File: config.mk
export PLATFORM = sky130hd
export DESIGN_NAME = csse_status_encoder
export DESIGN_NICKNAME = d
export VERILOG_FILES = /design/src/hw/csse_safety_switch.v /design/src/hw/csse_status_encoder.v
export VERILOG_INCLUDE_DIRS = /design/src /design/src/hw
export SDC_FILE = /design/constraint.sdc
export NUM_CORES = 1
export LEC_CHECK = 0
export BUFFER_PORTS_ARGS = -buffer_cell sky130_fd_sc_hd__buf_4
export CORE_MARGIN = 5
export CORE_UTILIZATION = 52
export CTS_BUF_LIST = sky130_fd_sc_hd__clkbuf_4 sky130_fd_sc_hd__clkbuf_8
export CTS_CLUSTER_DIAMETER = 40
export DETAILED_ROUTE_END_ITERATION = 6
export GPL_ROUTABILITY_DRIVEN = 0
export PLACE_DENSITY = 0.83
export RECOVER_POWER = 100
export SYNTH_ARGS = -nofsm -noshare
export SYNTH_HDL_FRONTEND = slang
export SYNTH_SLANG_ARGS = --single-unit
File: constraint.sdc
create_clock -name mclk_i -period 7 [get_ports mclk_i]
set_input_delay 0.7 -clock mclk_i [delete_from_list [all_inputs] [get_ports mclk_i]]
set_output_delay 0.7 -clock mclk_i [all_outputs]
set_load 0.02 [all_outputs]
File: src/hw/csse_defs.vh
`ifndef CSSE_DEFS_VH
`define CSSE_DEFS_VH

// Clock rate and frame timing
`define CSSE_CLK_HZ         20000000
`define CSSE_START_MS       150
`define CSSE_CELL_MS        150
`define CSSE_GAP_MS         5000
`define CSSE_MS_CYCLES      (`CSSE_CLK_HZ / 1000)
`define CSSE_START_CYC      (`CSSE_START_MS * `CSSE_MS_CYCLES)
`define CSSE_HALF_CYC       ((`CSSE_CELL_MS * `CSSE_MS_CYCLES) / 2)
`define CSSE_GAP_CYC        (`CSSE_GAP_MS * `CSSE_MS_CYCLES)

// Chain size and bit meaning
`define CSSE_MAX_SENSORS    16
`define CSSE_BIT_CLEAR      1'b0
`define CSSE_BIT_BREAK      1'b1

`endif

File: src/hw/csse_safety_switch.v
`timescale 1ns/100ps
// Automatic-mode switching of both safety outputs with hysteresis
module csse_safety_switch (
    // Clock and reset
    input  wire mclk_i,
    input  wire rst_i,
    // Distance state and chain
    input  wire beyond_release_i,
    input  wire within_operate_i,
    input  wire upstream_ok_i,
    // Outputs
    output reg  safety_output_a_o,
    output reg  safety_output_b_o,
    output reg  local_clear_o
);
    reg clear_q;

    always @(posedge mclk_i or posedge rst_i) begin
        if (rst_i) begin
            clear_q <= 1'b0;
        end else if (beyond_release_i) begin
            clear_q <= 1'b0;                       // [RQ8]
        end else if (within_operate_i) begin
            clear_q <= 1'b1;                       // [RQ9]
        end
    end

    always @(posedge mclk_i or posedge rst_i) begin
        if (rst_i) begin
            safety_output_a_o <= 1'b0;
            safety_output_b_o <= 1'b0;
            local_clear_o     <= 1'b0;
        end else begin
            // Upstream loss forces both outputs off
            safety_output_a_o <= clear_q & upstream_ok_i;   // [RQ11]
            safety_output_b_o <= clear_q & upstream_ok_i;   // [RQ11]
            local_clear_o     <= clear_q;
        end
    end
endmodule

File: src/hw/csse_status_encoder.v
`timescale 1ns/100ps
`include "csse_defs.vh"
// Notes on behaviour
// [RQ1] Status line idles high and stays high at least 5000 ms between characters.
// [RQ2] Each character opens with a 150 ms low start pulse.
// [RQ3] Zero bit: 150 ms cell, rising edge at its centre.
// [RQ4] One bit: 150 ms cell, falling edge at its centre.
// [RQ5] Character reports the whole series chain, not only this sensor.
// [RQ6] Sensor with actuator inside operate distance reports CLEAR.
// [RQ7] Sensor with actuator at release distance reports BREAK.
// [RQ8] Automatic mode: both safety outputs off beyond release distance.
// [RQ9] Automatic mode: both outputs back on below operate distance, no restart.
// [RQ10] Chain holds up to 16 sensors, each forwarding status downstream.
// [RQ11] Any deactivated upstream sensor deactivates this sensor's outputs.
// [RQ12] One bit per sensor, first to last; CLEAR=0, BREAK=1.
module csse_status_encoder #(
    parameter MAX_SENSORS = `CSSE_MAX_SENSORS,
    parameter START_CYC   = `CSSE_START_CYC,
    parameter HALF_CYC    = `CSSE_HALF_CYC,
    parameter GAP_CYC     = `CSSE_GAP_CYC
) (
    // Clock and reset
    input  wire                   mclk_i,
    input  wire                   rst_i,
    // Local distance state
    input  wire                   beyond_release_i,
    input  wire                   within_operate_i,
    // Chain from upstream sensors, index 0 is the first sensor
    input  wire [MAX_SENSORS-1:0] upstream_break_i,
    input  wire [4:0]             upstream_count_i,
    input  wire                   upstream_ok_i,
    // Safety outputs
    output wire                   safety_output_a_o,
    output wire                   safety_output_b_o,
    // Diagnostic line
    output reg                    status_line_o,
    output reg                    frame_busy_o
);
    localparam ST_GAP   = 2'h0;
    localparam ST_START = 2'h1;
    localparam ST_FIRST = 2'h2;
    localparam ST_SECND = 2'h3;

    reg  [1:0]             state_q;
    reg  [31:0]            cnt_q;
    reg  [4:0]             bit_q;
    reg  [4:0]             nbits_q;
    reg  [MAX_SENSORS-1:0] shadow_q;
    wire                   local_clear;
    wire [4:0]             cnt_lim;
    reg  [MAX_SENSORS-1:0] frame_d;
    reg  [4:0]             nbits_d;
    reg  [1:0]             state_d;
    reg  [31:0]            cnt_d;
    reg  [4:0]             bit_d;
    reg                    line_d;
    reg                    busy_d;
    reg                    load_frame;

    // Chain length clipped so the local bit always fits
    function [4:0] clip_count;
        input [4:0] count;
        begin
            if (count > MAX_SENSORS - 1) begin
                clip_count = MAX_SENSORS[4:0] - 5'h01;
            end else begin
                clip_count = count;
            end
        end
    endfunction

    // First half of a cell carries the bit value itself
    function cell_first_half;
        input bit_val;
        begin
            cell_first_half = bit_val;
        end
    endfunction

    // Second half inverts, so the centre edge encodes the bit
    function cell_second_half;
        input bit_val;
        begin
            cell_second_half = ~bit_val;
        end
    endfunction

    // Shared expiry test; the counter restarts at zero on every phase change
    function timer_done;
        input [31:0] count;
        input [31:0] limit;
        begin
            timer_done = (count >= limit - 32'h0000_0001);
        end
    endfunction

    // True on the final cell of the captured frame
    function last_cell;
        input [4:0] index;
        input [4:0] total;
        begin
            last_cell = ((index + 5'h01) >= total);
        end
    endfunction

    csse_safety_switch u_switch (
        .mclk_i            (mclk_i),
        .rst_i             (rst_i),
        .beyond_release_i  (beyond_release_i),
        .within_operate_i  (within_operate_i),
        .upstream_ok_i     (upstream_ok_i),
        .safety_output_a_o (safety_output_a_o),
        .safety_output_b_o (safety_output_b_o),
        .local_clear_o     (local_clear)
    );

    // Longer chains lose their tail rather than the local bit
    assign cnt_lim = clip_count(upstream_count_i);                   // [RQ10]

    // Upstream bits then the local bit appended after them
    always @* begin
        frame_d = upstream_break_i;                                  // [RQ5]
        frame_d[cnt_lim[3:0]] = local_clear ? `CSSE_BIT_CLEAR
                                            : `CSSE_BIT_BREAK;       // [RQ6] [RQ7] [RQ12]
        nbits_d = cnt_lim + 5'h01;
    end

    // Next-state logic; chain inputs are only sampled when the gap ends
    always @* begin
        state_d    = state_q;
        cnt_d      = cnt_q + 32'h0000_0001;
        bit_d      = bit_q;
        line_d     = status_line_o;
        busy_d     = frame_busy_o;
        load_frame = 1'b0;
        case (state_q)
            ST_GAP: begin
                line_d = 1'b1;                                       // [RQ1]
                busy_d = 1'b0;
                if (timer_done(cnt_q, GAP_CYC)) begin                // [RQ1]
                    cnt_d      = 32'h0000_0000;
                    bit_d      = 5'h00;
                    line_d     = 1'b0;                               // [RQ2]
                    busy_d     = 1'b1;
                    load_frame = 1'b1;
                    state_d    = ST_START;
                end
            end
            ST_START: begin
                if (timer_done(cnt_q, START_CYC)) begin              // [RQ2]
                    cnt_d   = 32'h0000_0000;
                    line_d  = cell_first_half(shadow_q[0]);          // [RQ3] [RQ4]
                    state_d = ST_FIRST;
                end
            end
            ST_FIRST: begin
                if (timer_done(cnt_q, HALF_CYC)) begin
                    cnt_d   = 32'h0000_0000;
                    line_d  = cell_second_half(shadow_q[bit_q[3:0]]); // [RQ3] [RQ4]
                    state_d = ST_SECND;
                end
            end
            ST_SECND: begin
                if (timer_done(cnt_q, HALF_CYC)) begin
                    cnt_d = 32'h0000_0000;
                    if (last_cell(bit_q, nbits_q)) begin
                        // Line returns high at once, so the gap starts here
                        line_d  = 1'b1;                              // [RQ1]
                        busy_d  = 1'b0;
                        state_d = ST_GAP;
                    end else begin
                        bit_d   = bit_q + 5'h01;                     // [RQ12]
                        line_d  = cell_first_half(shadow_q[bit_q[3:0] + 4'h1]);
                        state_d = ST_FIRST;
                    end
                end
            end
            default: begin
                cnt_d   = 32'h0000_0000;
                line_d  = 1'b1;
                busy_d  = 1'b0;
                state_d = ST_GAP;
            end
        endcase
    end

    // Frame is frozen for its whole length; late chain changes wait
    always @(posedge mclk_i or posedge rst_i) begin
        if (rst_i) begin
            state_q       <= ST_GAP;
            cnt_q         <= 32'h0000_0000;
            bit_q         <= 5'h00;
            nbits_q       <= 5'h01;
            shadow_q      <= {MAX_SENSORS{1'b0}};
            status_line_o <= 1'b1;
            frame_busy_o  <= 1'b0;
        end else begin
            state_q       <= state_d;
            cnt_q         <= cnt_d;
            bit_q         <= bit_d;
            status_line_o <= line_d;
            frame_busy_o  <= busy_d;
            if (load_frame) begin
                shadow_q <= frame_d;
                nbits_q  <= nbits_d;
            end
        end
    end
endmodule

After elaboration in Yosys (flattened, before gate mapping)
Cells that the tools add are included.
{"block": "word_totals", "reg_bits": 65, "inputBits": 26, "word_cells": 79}
{"block": "classes", "add_sub_neg": 4, "n_lt_le_gt_ge": 9, "eq_ne": 9, "muxes": 36, "n_bitwise": 2, "n_reduce_logical": 9}
{"op": "32-bit 2-to-1 mux", "count": 3}
{"op": "32-bit one-hot mux with 3 select lines", "count": 1}
{"op": "32-bit by 1-bit adder with 32-bit output (second input constant)", "count": 1}
{"op": "32-bit by 21-bit greater-or-equal comparator with 1-bit output (second input constant)", "count": 1}
{"op": "32-bit by 22-bit greater-or-equal comparator with 1-bit output (second input constant)", "count": 1}
{"op": "32-bit by 27-bit greater-or-equal comparator with 1-bit output (second input constant)", "count": 1}
{"op": "5-bit 2-to-1 mux", "count": 4}
{"op": "16-bit bitwise mux", "count": 1}
{"op": "4-bit by 5-bit < comparator with 1-bit output (second input constant)", "count": 3}
{"op": "1-bit 2-to-1 mux", "count": 15}
{"op": "2-bit != test (second input constant)", "count": 6}
{"op": "5-bit by 1-bit adder with 5-bit output (second input constant)", "count": 2}
{"op": "2-bit 2-to-1 mux", "count": 5}
{"op": "5-bit one-hot mux with 2 select lines", "count": 1}
{"op": "1-bit binary-select mux with 4-bit select", "count": 2}
{"op": "2-bit one-hot mux with 4 select lines", "count": 1}
{"op": "4-bit AND reduction", "count": 2}
{"op": "3-bit AND reduction", "count": 2}
{"op": "5-bit greater-or-equal comparator", "count": 1}
{"op": "5-bit by 4-bit > comparator with 1-bit output (second input constant)", "count": 1}
{"op": "4-bit by 1-bit adder with 4-bit output (second input constant)", "count": 1}
{"op": "1-bit demux with 4-bit select", "count": 1}
{"op": "2-bit equality test (second input constant)", "count": 2}
{"op": "4-bit by 1-bit greater-or-equal comparator with 1-bit output (second input constant)", "count": 1}
{"op": "9 further kinds", "count": 10}

Logic depth before layout (Yosys ltp)
Gate-level depths: netlist (run 1).
{"block": "logic_depth", "depth_word": 7, "depth_mapped": 10}

Cells and area by module
A second synthesis (run 1) with hierarchy kept.
{"block": "unflattened", "hier_cells": 400, "hier_area_um2": 3753.6}
{"module": "csse_status_encoder", "instances": 1, "cells_each": 393, "area_per_inst_um2": 3651.0}
{"module": "csse_safety_switch", "instances": 1, "cells_each": 7, "area_per_inst_um2": 102.6}

Least setup slack after synthesis (run 1)
Ideal clock, no wire load.
{"block": "synth_path", "path_kind": "register to register", "from": "register bit_q[0]", "to": "register bit_q[0]", "arrival_time_ps": 2277, "required_ps": 6875, "slack_ps": 4599, "path_stages_with_launch": 11, "n_path_buf": 1, "period_less_slack_ps": 2401, "cell_sequence": "dfrtp_1 > buf_6 > nand3_1 > xnor2_1 > ha_1 > a21oi_1 > o21ai_0 > a21oi_1 > nand3_1 > a22o_1 > mux2_2"}
{"block": "synth_via", "elab_chain_len": 4}
{"item": "from (decl)", "line_no": "csse_status_encoder.v:46", "text": "reg [4:0] bit_q;"}
{"item": "from (signal assigned)", "line_no": "csse_status_encoder.v:200", "text": "bit_q <= bit_d;"}
{"item": "5-bit by 1-bit adder with 5-bit output *", "line_no": "csse_status_encoder.v:102, csse_status_encoder.v:172"}
{"item": "5-bit greater-or-equal comparator or 5-bit 2-to-1 mux (tied branches)", "line_no": "csse_status_encoder.v:102, csse_status_encoder.v:166"}
{"item": "2-bit != test (no line) or 5-bit 2-to-1 mux (tied branches)"}
{"item": "4-bit AND reduction (no line) or 5-bit one-hot mux with 2 select lines (tied branches)"}
Mark *: on every way between the ends. The rest lies on a longest branch, timed or not. The select of a mux whose other input is x is not followed.
A chain may end at the register's enable or synchronous reset.

Final worst setup path (run 1)
{"block": "layout_path", "from": "register cnt_q[0]", "to": "register cnt_q[15]"}
{"block": "layout_via", "elab_chain_len": 3}
{"item": "from (decl)", "line_no": "csse_status_encoder.v:45", "text": "reg [31:0] cnt_q;"}
{"item": "from (signal assigned)", "line_no": "csse_status_encoder.v:199", "text": "cnt_q <= cnt_d;"}
{"item": "32-bit by 1-bit adder with 32-bit output, or another cell as far along", "line_no": "csse_status_encoder.v:131", "text": "cnt_d = cnt_q + 32'h0000_0001;"}
{"item": "32-bit 2-to-1 mux, on equally long branches"}
{"item": "32-bit one-hot mux with 3 select lines *", "line_no": "csse_status_encoder.v:136", "text": "case (state_q)"}
{"item": "net cnt_d[15]", "line_no": "csse_status_encoder.v:54", "text": "reg [31:0] cnt_d;"}
Mark *: on every way through the listed nets, which the timed path passes. The rest lies on a longest branch.

==> flow_summary.json, run 1 <==
{
  "initial_core_util": 0.529,
  "critPathArrivalTime_ns": 4.59,
  "firstDrtPassIters": 5,
  "synth-warning-count": 0,
  "dp_cells": 513,
  "violations": "max-capacitance violations, max-slew violations",
  "drv_slew": 119,
  "stdcell_count": 529,
  "grt_pass1_wl_um": 13100,
  "cp_common_cell": "nor2_1",
  "skew_ns": 0.0126,
  "start_kind": "flop",
  "tightest_slew_ns": 3.39,
  "synth_seq_area_share": 0.430,
  "fin_tns_setup_ns": 0,
  "cts.sinks": 65,
  "synth_ff_type": "dfrtp_1",
  "h-tree-depth": 3,
  "critPathKind": "flop to flop",
  "synthArstFlopShare": 1.00,
  "grt_pass1_vias": 2925,
  "synth-edff-count": 0,
  "power_leakage_nw": 1.65,
  "drive_above_1_share": 0.170,
  "synth_area_um2": 3790,
  "post_dp_cell_area_um2": 4050,
  "drc": 0,
  "vias": 2986,
  "fmax_mhz": 222,
  "diodes": 0,
  "totalWireLength_um": 7630,
  "hpwlAfterDp_um": 5670,
  "clk_path_buf_depth": 2,
  "wl_per_cell_um": 14.4,
  "boundaryPins": 30,
  "clkTransAtPathRegs_ns": 0.08,
  "cts_root_buffer": "clkbuf_8",
  "routed_via_density": 5.64,
  "cts_setup_buffers": 0,
  "worstPathRequired_ns": 7.09,
  "nets": 462,
  "reg2reg_slack_ns": 2.50,
  "synth_area_per_cell_um2": 9.48,
  "end_kind": "flop",
  "total_power_mw": 1.30,
  "die_w_um": 95.4,
  "fp.dieH_um": 95.4,
  "hold_buffers": 0,
  "path_delay_family": "simple AND/OR/NAND/NOR gates",
  "crit_path_start": "cnt_q[0]$_DFF_PP0_",
  "r2r-start": "cnt_q[0]$_DFF_PP0_",
  "synth_cell_type_count": 59,
  "clock_latency_ns": 0.35,
  "antenna_found_initial": 0,
  "crit_chain": "ha_1, nand4_1, a211o_1, a211oi_1, nor2_1, nor3_1, nor2_1",
  "critPathMaxStageDelay_ns": 2.58,
  "port_buffers": 29,
  "rsz0062_at_grt": "no",
  "syn-instance-count": 400,
  "track_usage": 0.186,
  "worstRegToRegCells": 7,
  "first_iter_violations": 128,
  "numCtsBuffers": 9,
  "cp_num_cells": 7,
  "cp_slowest_cell": "nor3_1",
  "period_minus_slack_ns": 4.50,
  "final_antenna_net_count": 0,
  "p_per_area_nw_per_um2": 311,
  "hold_viol": 0,
  "dieArea_um2": 9100,
  "irDropWorstVdd_mv": 0.157,
  "status": "finished, violations left",
  "setup_viol": 0,
  "maxSlewHeadroom": -1.28,
  "hold_ws_ns": 0.189,
  "cts_tree": "done",
  "rows": 31,
  "synthToLayoutAreaGrowth_pct": 10.4,
  "worst-path-buf-inv": 0,
  "ys_ff_latch": 65,
  "cts_resized": 0,
  "grt_overflow_total": 0,
  "grt_max_degree": 65,
  "max-cap-violations": 3,
  "core_um2": 7180,
  "worstHoldPathType": "primary input to async pin",
  "period_share": 0.643,
  "path_max_fanout": 27,
  "postLayoutCellArea_um2": 4190
}
flip-flops by register name, indices dropped and copies added (netlist names):
signal,cells
bit_q,5
u_switch.safety_output_a_o,1
nbits_q,5
shadow_q,16
cnt_q,32
u_switch.local_clear_o,1
status_line_o,1
state_q,2
u_switch.clear_q,1
frame_busy_o,1
where the power goes:
| part | switching, mW | internal [mW] | total [mW] |
|---|---|---|---|
| clock | 0.158 | 0.168 | 0.326 |
| combinational | 0.200 | 0.215 | 0.415 |
| sequential | 0.0976 | 0.463 | 0.561 |
| total | 0.456 | 0.847 | 1.30 |
worst reg2reg max path: stages, from the launching register on:
cell and delay, ns:
dfrtp_1 0.41, ha_1 0.24, nand4_1 0.14, a211o_1 0.30, a211oi_1 0.25, nor2_1 0.15
nor3_1 2.58, nor2_1 0.17
metal layers:
metal	vias up	global-route usage	share of wire
met2	94	0.304	0.49
met3	11	0.0410	0.048
met5	-	0	0
met4	0	0.0912	0.018
li1	1439	-	-
met1	1442	0.234	0.45
cell usage after synthesis (all sizes together), types with 2 or more instances:
master | number | area [µm²]
dfrtp | 63 | 1580
xnor2 | 21 | 184
nand3 | 19 | 100
nand4b | 4 | 35.0
and4 | 2 | 17.5
o21ai | 11 | 58.8
mux2 | 2 | 22.5
nand3b | 3 | 22.5
mux2i | 4 | 40.0
nor3b | 3 | 22.5
a21oi | 6 | 30.0
nor2b | 3 | 18.8
xor2 | 9 | 78.8
clkbuf | 8 | 30.0
or4 | 2 | 22.5
dfstp | 2 | 52.6
buf | 12 | 81.3
a31oi | 2 | 12.5
a22o | 5 | 43.8
nand4 | 7 | 58.8
nor3 | 14 | 91.3
o21bai | 2 | 15.0
o21a | 2 | 15.0
a211oi | 15 | 118
and2 | 2 | 12.5
ha | 11 | 138
o211ai | 3 | 22.5
nor4 | 3 | 25.0
inv | 12 | 45.0
or2 | 4 | 27.5
nand2 | 30 | 113
mux4 | 7 | 158
nor2 | 92 | 373
placed cells by master (no fill, tap or decap), types with 3 or more instances in the layout:
cell / n
mux4_2: 7
nor3_1: 12
nor2b_1: 3
dfrtp_1: 63
a211oi_1: 15
nor2_2: 10
nor2_1: 82
conb_1: 5
nand4b_1: 4
o211ai_1: 3
inv_1: 12
mux2i_1: 4
nand3b_1: 3
clkbuf_1: 5
a22o_1: 5
xor2_1: 9
o21ai_0: 11
nand2_1: 30
ha_1: 11
nand3_1: 18
clkbuf_4: 3
or2_2: 3
nor3b_1: 3
buf_4: 22
nand4_1: 7
clkbuf_8: 9
a21oi_1: 6
xnor2_1: 21
final timing paths:
path / to
worst max register to register: cnt_q[15]$_DFF_PP0_
worst min-delay path: u_switch.safety_output_a_o$_DFF_PP0_
min in group mclk_i: u_switch.local_clear_o$_DFF_PP0_
worst min register to register: u_switch.local_clear_o$_DFF_PP0_
worst max-delay path: cnt_q[15]$_DFF_PP0_
max in group asynchronous: bit_q[2]$_DFFE_PP0P_
cells by family (layout without fill, tap and decap cells):
logic type | count (synthesis) | in the layout | synth area share
and+or+nand+nor | 194 | 194 | 0.261
xor gates and xnor gates | 30 | 30 | 0.0693
AOI/OAI and AO/OA | 54 | 54 | 0.103
DFF | 65 | 65 | 0.430
muxes | 13 | 13 | 0.0581
buffers and inverters | 32 | 58 | 0.0412
adders and majority gates | 11 | 11 | 0.0363
other | 1 | 5 | 0.000989
final cells by class:
cell class | instances | area, µm²
Timing Repair Buffer | 30 | 206
Sequential cell | 65 | 1630
Multi-Input combinational cell | 307 | 1980
Inverter | 12 | 45.0
Fill cell | 623 | 2990
Tap cell | 99 | 124
Clock buffer | 9 | 124
Clock inverter | 7 | 78.8
stage by stage:
| step | worst slack, ns | util |
|---|---|---|
| floorplan | 4.60 | - |
| global placement | 4.25 | 0.564 |
| detailed placement | 4.17 | 0.564 |
| CTS | 4.16 | 0.592 |
| global route | 2.17 | 0.584 |
| finish | 2.50 | 0.584 |
No activity file was read; power rests on OpenSTA's default activity.
==> inputs of run 2 (changes only) <==
--- a/config.mk
+++ b/config.mk
@@ -13,7 +13,7 @@
 export CTS_CLUSTER_DIAMETER = 40
 export DETAILED_ROUTE_END_ITERATION = 6
 export GPL_ROUTABILITY_DRIVEN = 0
-export PLACE_DENSITY = 0.83
+export PLACE_DENSITY = 0.85
 export RECOVER_POWER = 100
 export SYNTH_ARGS = -nofsm -noshare
 export SYNTH_HDL_FRONTEND = slang
==> constraint.sdc (replaced) <==
create_clock -name mclk_i -period 3.9 [get_ports mclk_i]
set_input_delay 0.39 -clock mclk_i [delete_from_list [all_inputs] [get_ports mclk_i]]
set_output_delay 0.39 -clock mclk_i [all_outputs]
set_load 0.02 [all_outputs]
==> flow_summary.json, run 2 (synthesis results as in run 1) <==
{
  "wl_per_cell_um": 14.3,
  "crit_chain": "ha_1, and4_1, a21oi_1, o211ai_1, a41oi_1, nor3_4, clkbuf_1, nor2_1",
  "track_usage": 0.189,
  "clkTransAtPathRegs_ns": 0.07,
  "tightest_slew_ns": 1.82,
  "boundaryPins": 30,
  "total_power_mw": 2.36,
  "fill_cells": 602,
  "diodes": 0,
  "fin_ws_ns": 0.777,
  "irDropWorstVdd_mv": 0.228,
  "nets": 463,
  "fmax_mhz": 320,
  "period_share": 0.801,
  "rsz0062_at_grt": "no",
  "multi_input_area_um2": 2010,
  "h-tree-depth": 3,
  "max-cap-violations": 2,
  "largest_reg_flops": 32,
  "violations": "max-capacitance violations, max-slew violations",
  "pre_cts_ws_ns": 1.06,
  "core_um2": 7180,
  "cts_setup_buffers": 0,
  "hold_ws_ns": 0.190,
  "regMostFlops": "cnt_q",
  "port_buffers": 29,
  "skew_ns": 0.0113,
  "die_w_um": 95.4,
  "critPathArrivalTime_ns": 3.28,
  "setup_viol": 0,
  "worstPathRequired_ns": 4.06,
  "grt_max_degree": 36,
  "end_kind": "flop",
  "layout_commonest_cell": "nor2_1",
  "cts_root_buffer": "clkbuf_8",
  "maxSlewHeadroom": -0.216,
  "critPathKind": "flop to flop",
  "drc": 0,
  "fin_tns_setup_ns": 0,
  "cp_slowest_cell": "clkbuf_1",
  "hpwlAfterDp_um": 5620,
  "vias": 2891,
  "p_per_area_nw_per_um2": 557,
  "antenna_found_initial": 0,
  "clock_latency_ns": 0.34,
  "fp.dieH_um": 95.4,
  "ff_latch_area_um2": 1630,
  "grt_pass1_vias": 2971,
  "first_iter_violations": 112,
  "numCtsBuffers": 9,
  "power_leakage_nw": 1.67,
  "cts.sinks": 65,
  "final_cell_mix": "nor2_1 (81), dfrtp_1 (63), nand2_1 (30)",
  "postLayoutCellArea_um2": 4230,
  "critPathMaxStageDelay_ns": 1.04,
  "totalWireLength_um": 7590,
  "post_dp_cell_area_um2": 4050,
  "drive_above_1_share": 0.179,
  "initial_core_util": 0.529,
  "grt_pass1_wl_um": 13500,
  "hold_buffers": 0,
  "synthToLayoutAreaGrowth_pct": 11.5,
  "rows": 31,
  "hold_viol": 0,
  "routed_via_density": 5.45,
  "grt_overflow_total": 0,
  "cts_tree": "done",
  "reg_top3": "cnt_q x32, shadow_q x16",
  "firstDrtPassIters": 5,
  "path_max_fanout": 27,
  "drv_slew": 37,
  "status": "finished, violations left",
  "worstHoldPathType": "primary input to flop",
  "cts_resized": 0,
  "clk_path_buf_depth": 2,
  "period_minus_slack_ns": 3.12,
  "start_kind": "flop",
  "final_antenna_net_count": 0,
  "dieArea_um2": 9100
}
==> run 2: power by group <==
part | internal [mW] | switching, mW | total, mW
Sequential | 0.832 | 0.176 | 1.01
Combinational | 0.388 | 0.368 | 0.756
Clock | 0.337 | 0.254 | 0.592
==> run 2: final timing paths <==
| path | startpoint | to | slack (ns) | cells past startpoint |
|---|---|---|---|---|
| worst max-delay path | cnt_q[0]$_DFF_PP0_ | cnt_q[13]$_DFF_PP0_ | 0.78 | 8 |
| worst min-delay path | beyond_release_i | u_switch.clear_q$_DFFE_PP0P_ | 0.19 | 2 |
| worst max register to register | cnt_q[0]$_DFF_PP0_ | cnt_q[13]$_DFF_PP0_ | 0.78 | 8 |
| worst min register to register | u_switch.clear_q$_DFFE_PP0P_ | u_switch.local_clear_o$_DFF_PP0_ | 0.41 | 0 |
| max in group asynchronous | rst_i | cnt_q[30]$_DFF_PP0_ | 1.29 | 3 |
| min in group asynchronous | rst_i | shadow_q[15]$_DFFE_PP0P_ | 0.34 | 2 |
==> run 2: final cells by class <==
type,instances,share of cell area
sequential,65,0.385
timing repair buffer,31,0.0497
inverter,12,0.0107
clock inverter,4,0.0121
clock buffer,12,0.0376
multi-input combinational,307,0.475
tap,99,0.0293
==> run 2: stage by stage <==
| stage | instances | utilization |
|---|---|---|
| after floorplan | 404 | - |
| after global placement | 514 | 0.565 |
| after detailed placement | 514 | 0.565 |
| after CTS | 530 | 0.594 |
| after global routing | 530 | 0.589 |
| final | 530 | 0.589 |
==> run 2: per-layer routing <==
layer | routed length [µm] | GRT usage | vias up
met5 | 0 | 0 | -
met4 | 71 | 0.0521 | 0
met3 | 256 | 0.0537 | 7
met2 | 3900 | 0.329 | 54
met1 | 3360 | 0.229 | 1391
li1 | - | - | 1439
==> run 2: critical path: cells and delay by family (launching register included) <==
family	cells	cell delay, ns
buffers and inverters	1	1.04
AOI/OAI and AO/OA	3	0.67
adders and majority gates	1	0.24
DFF	1	0.40
and+or+nand+nor	3	0.59
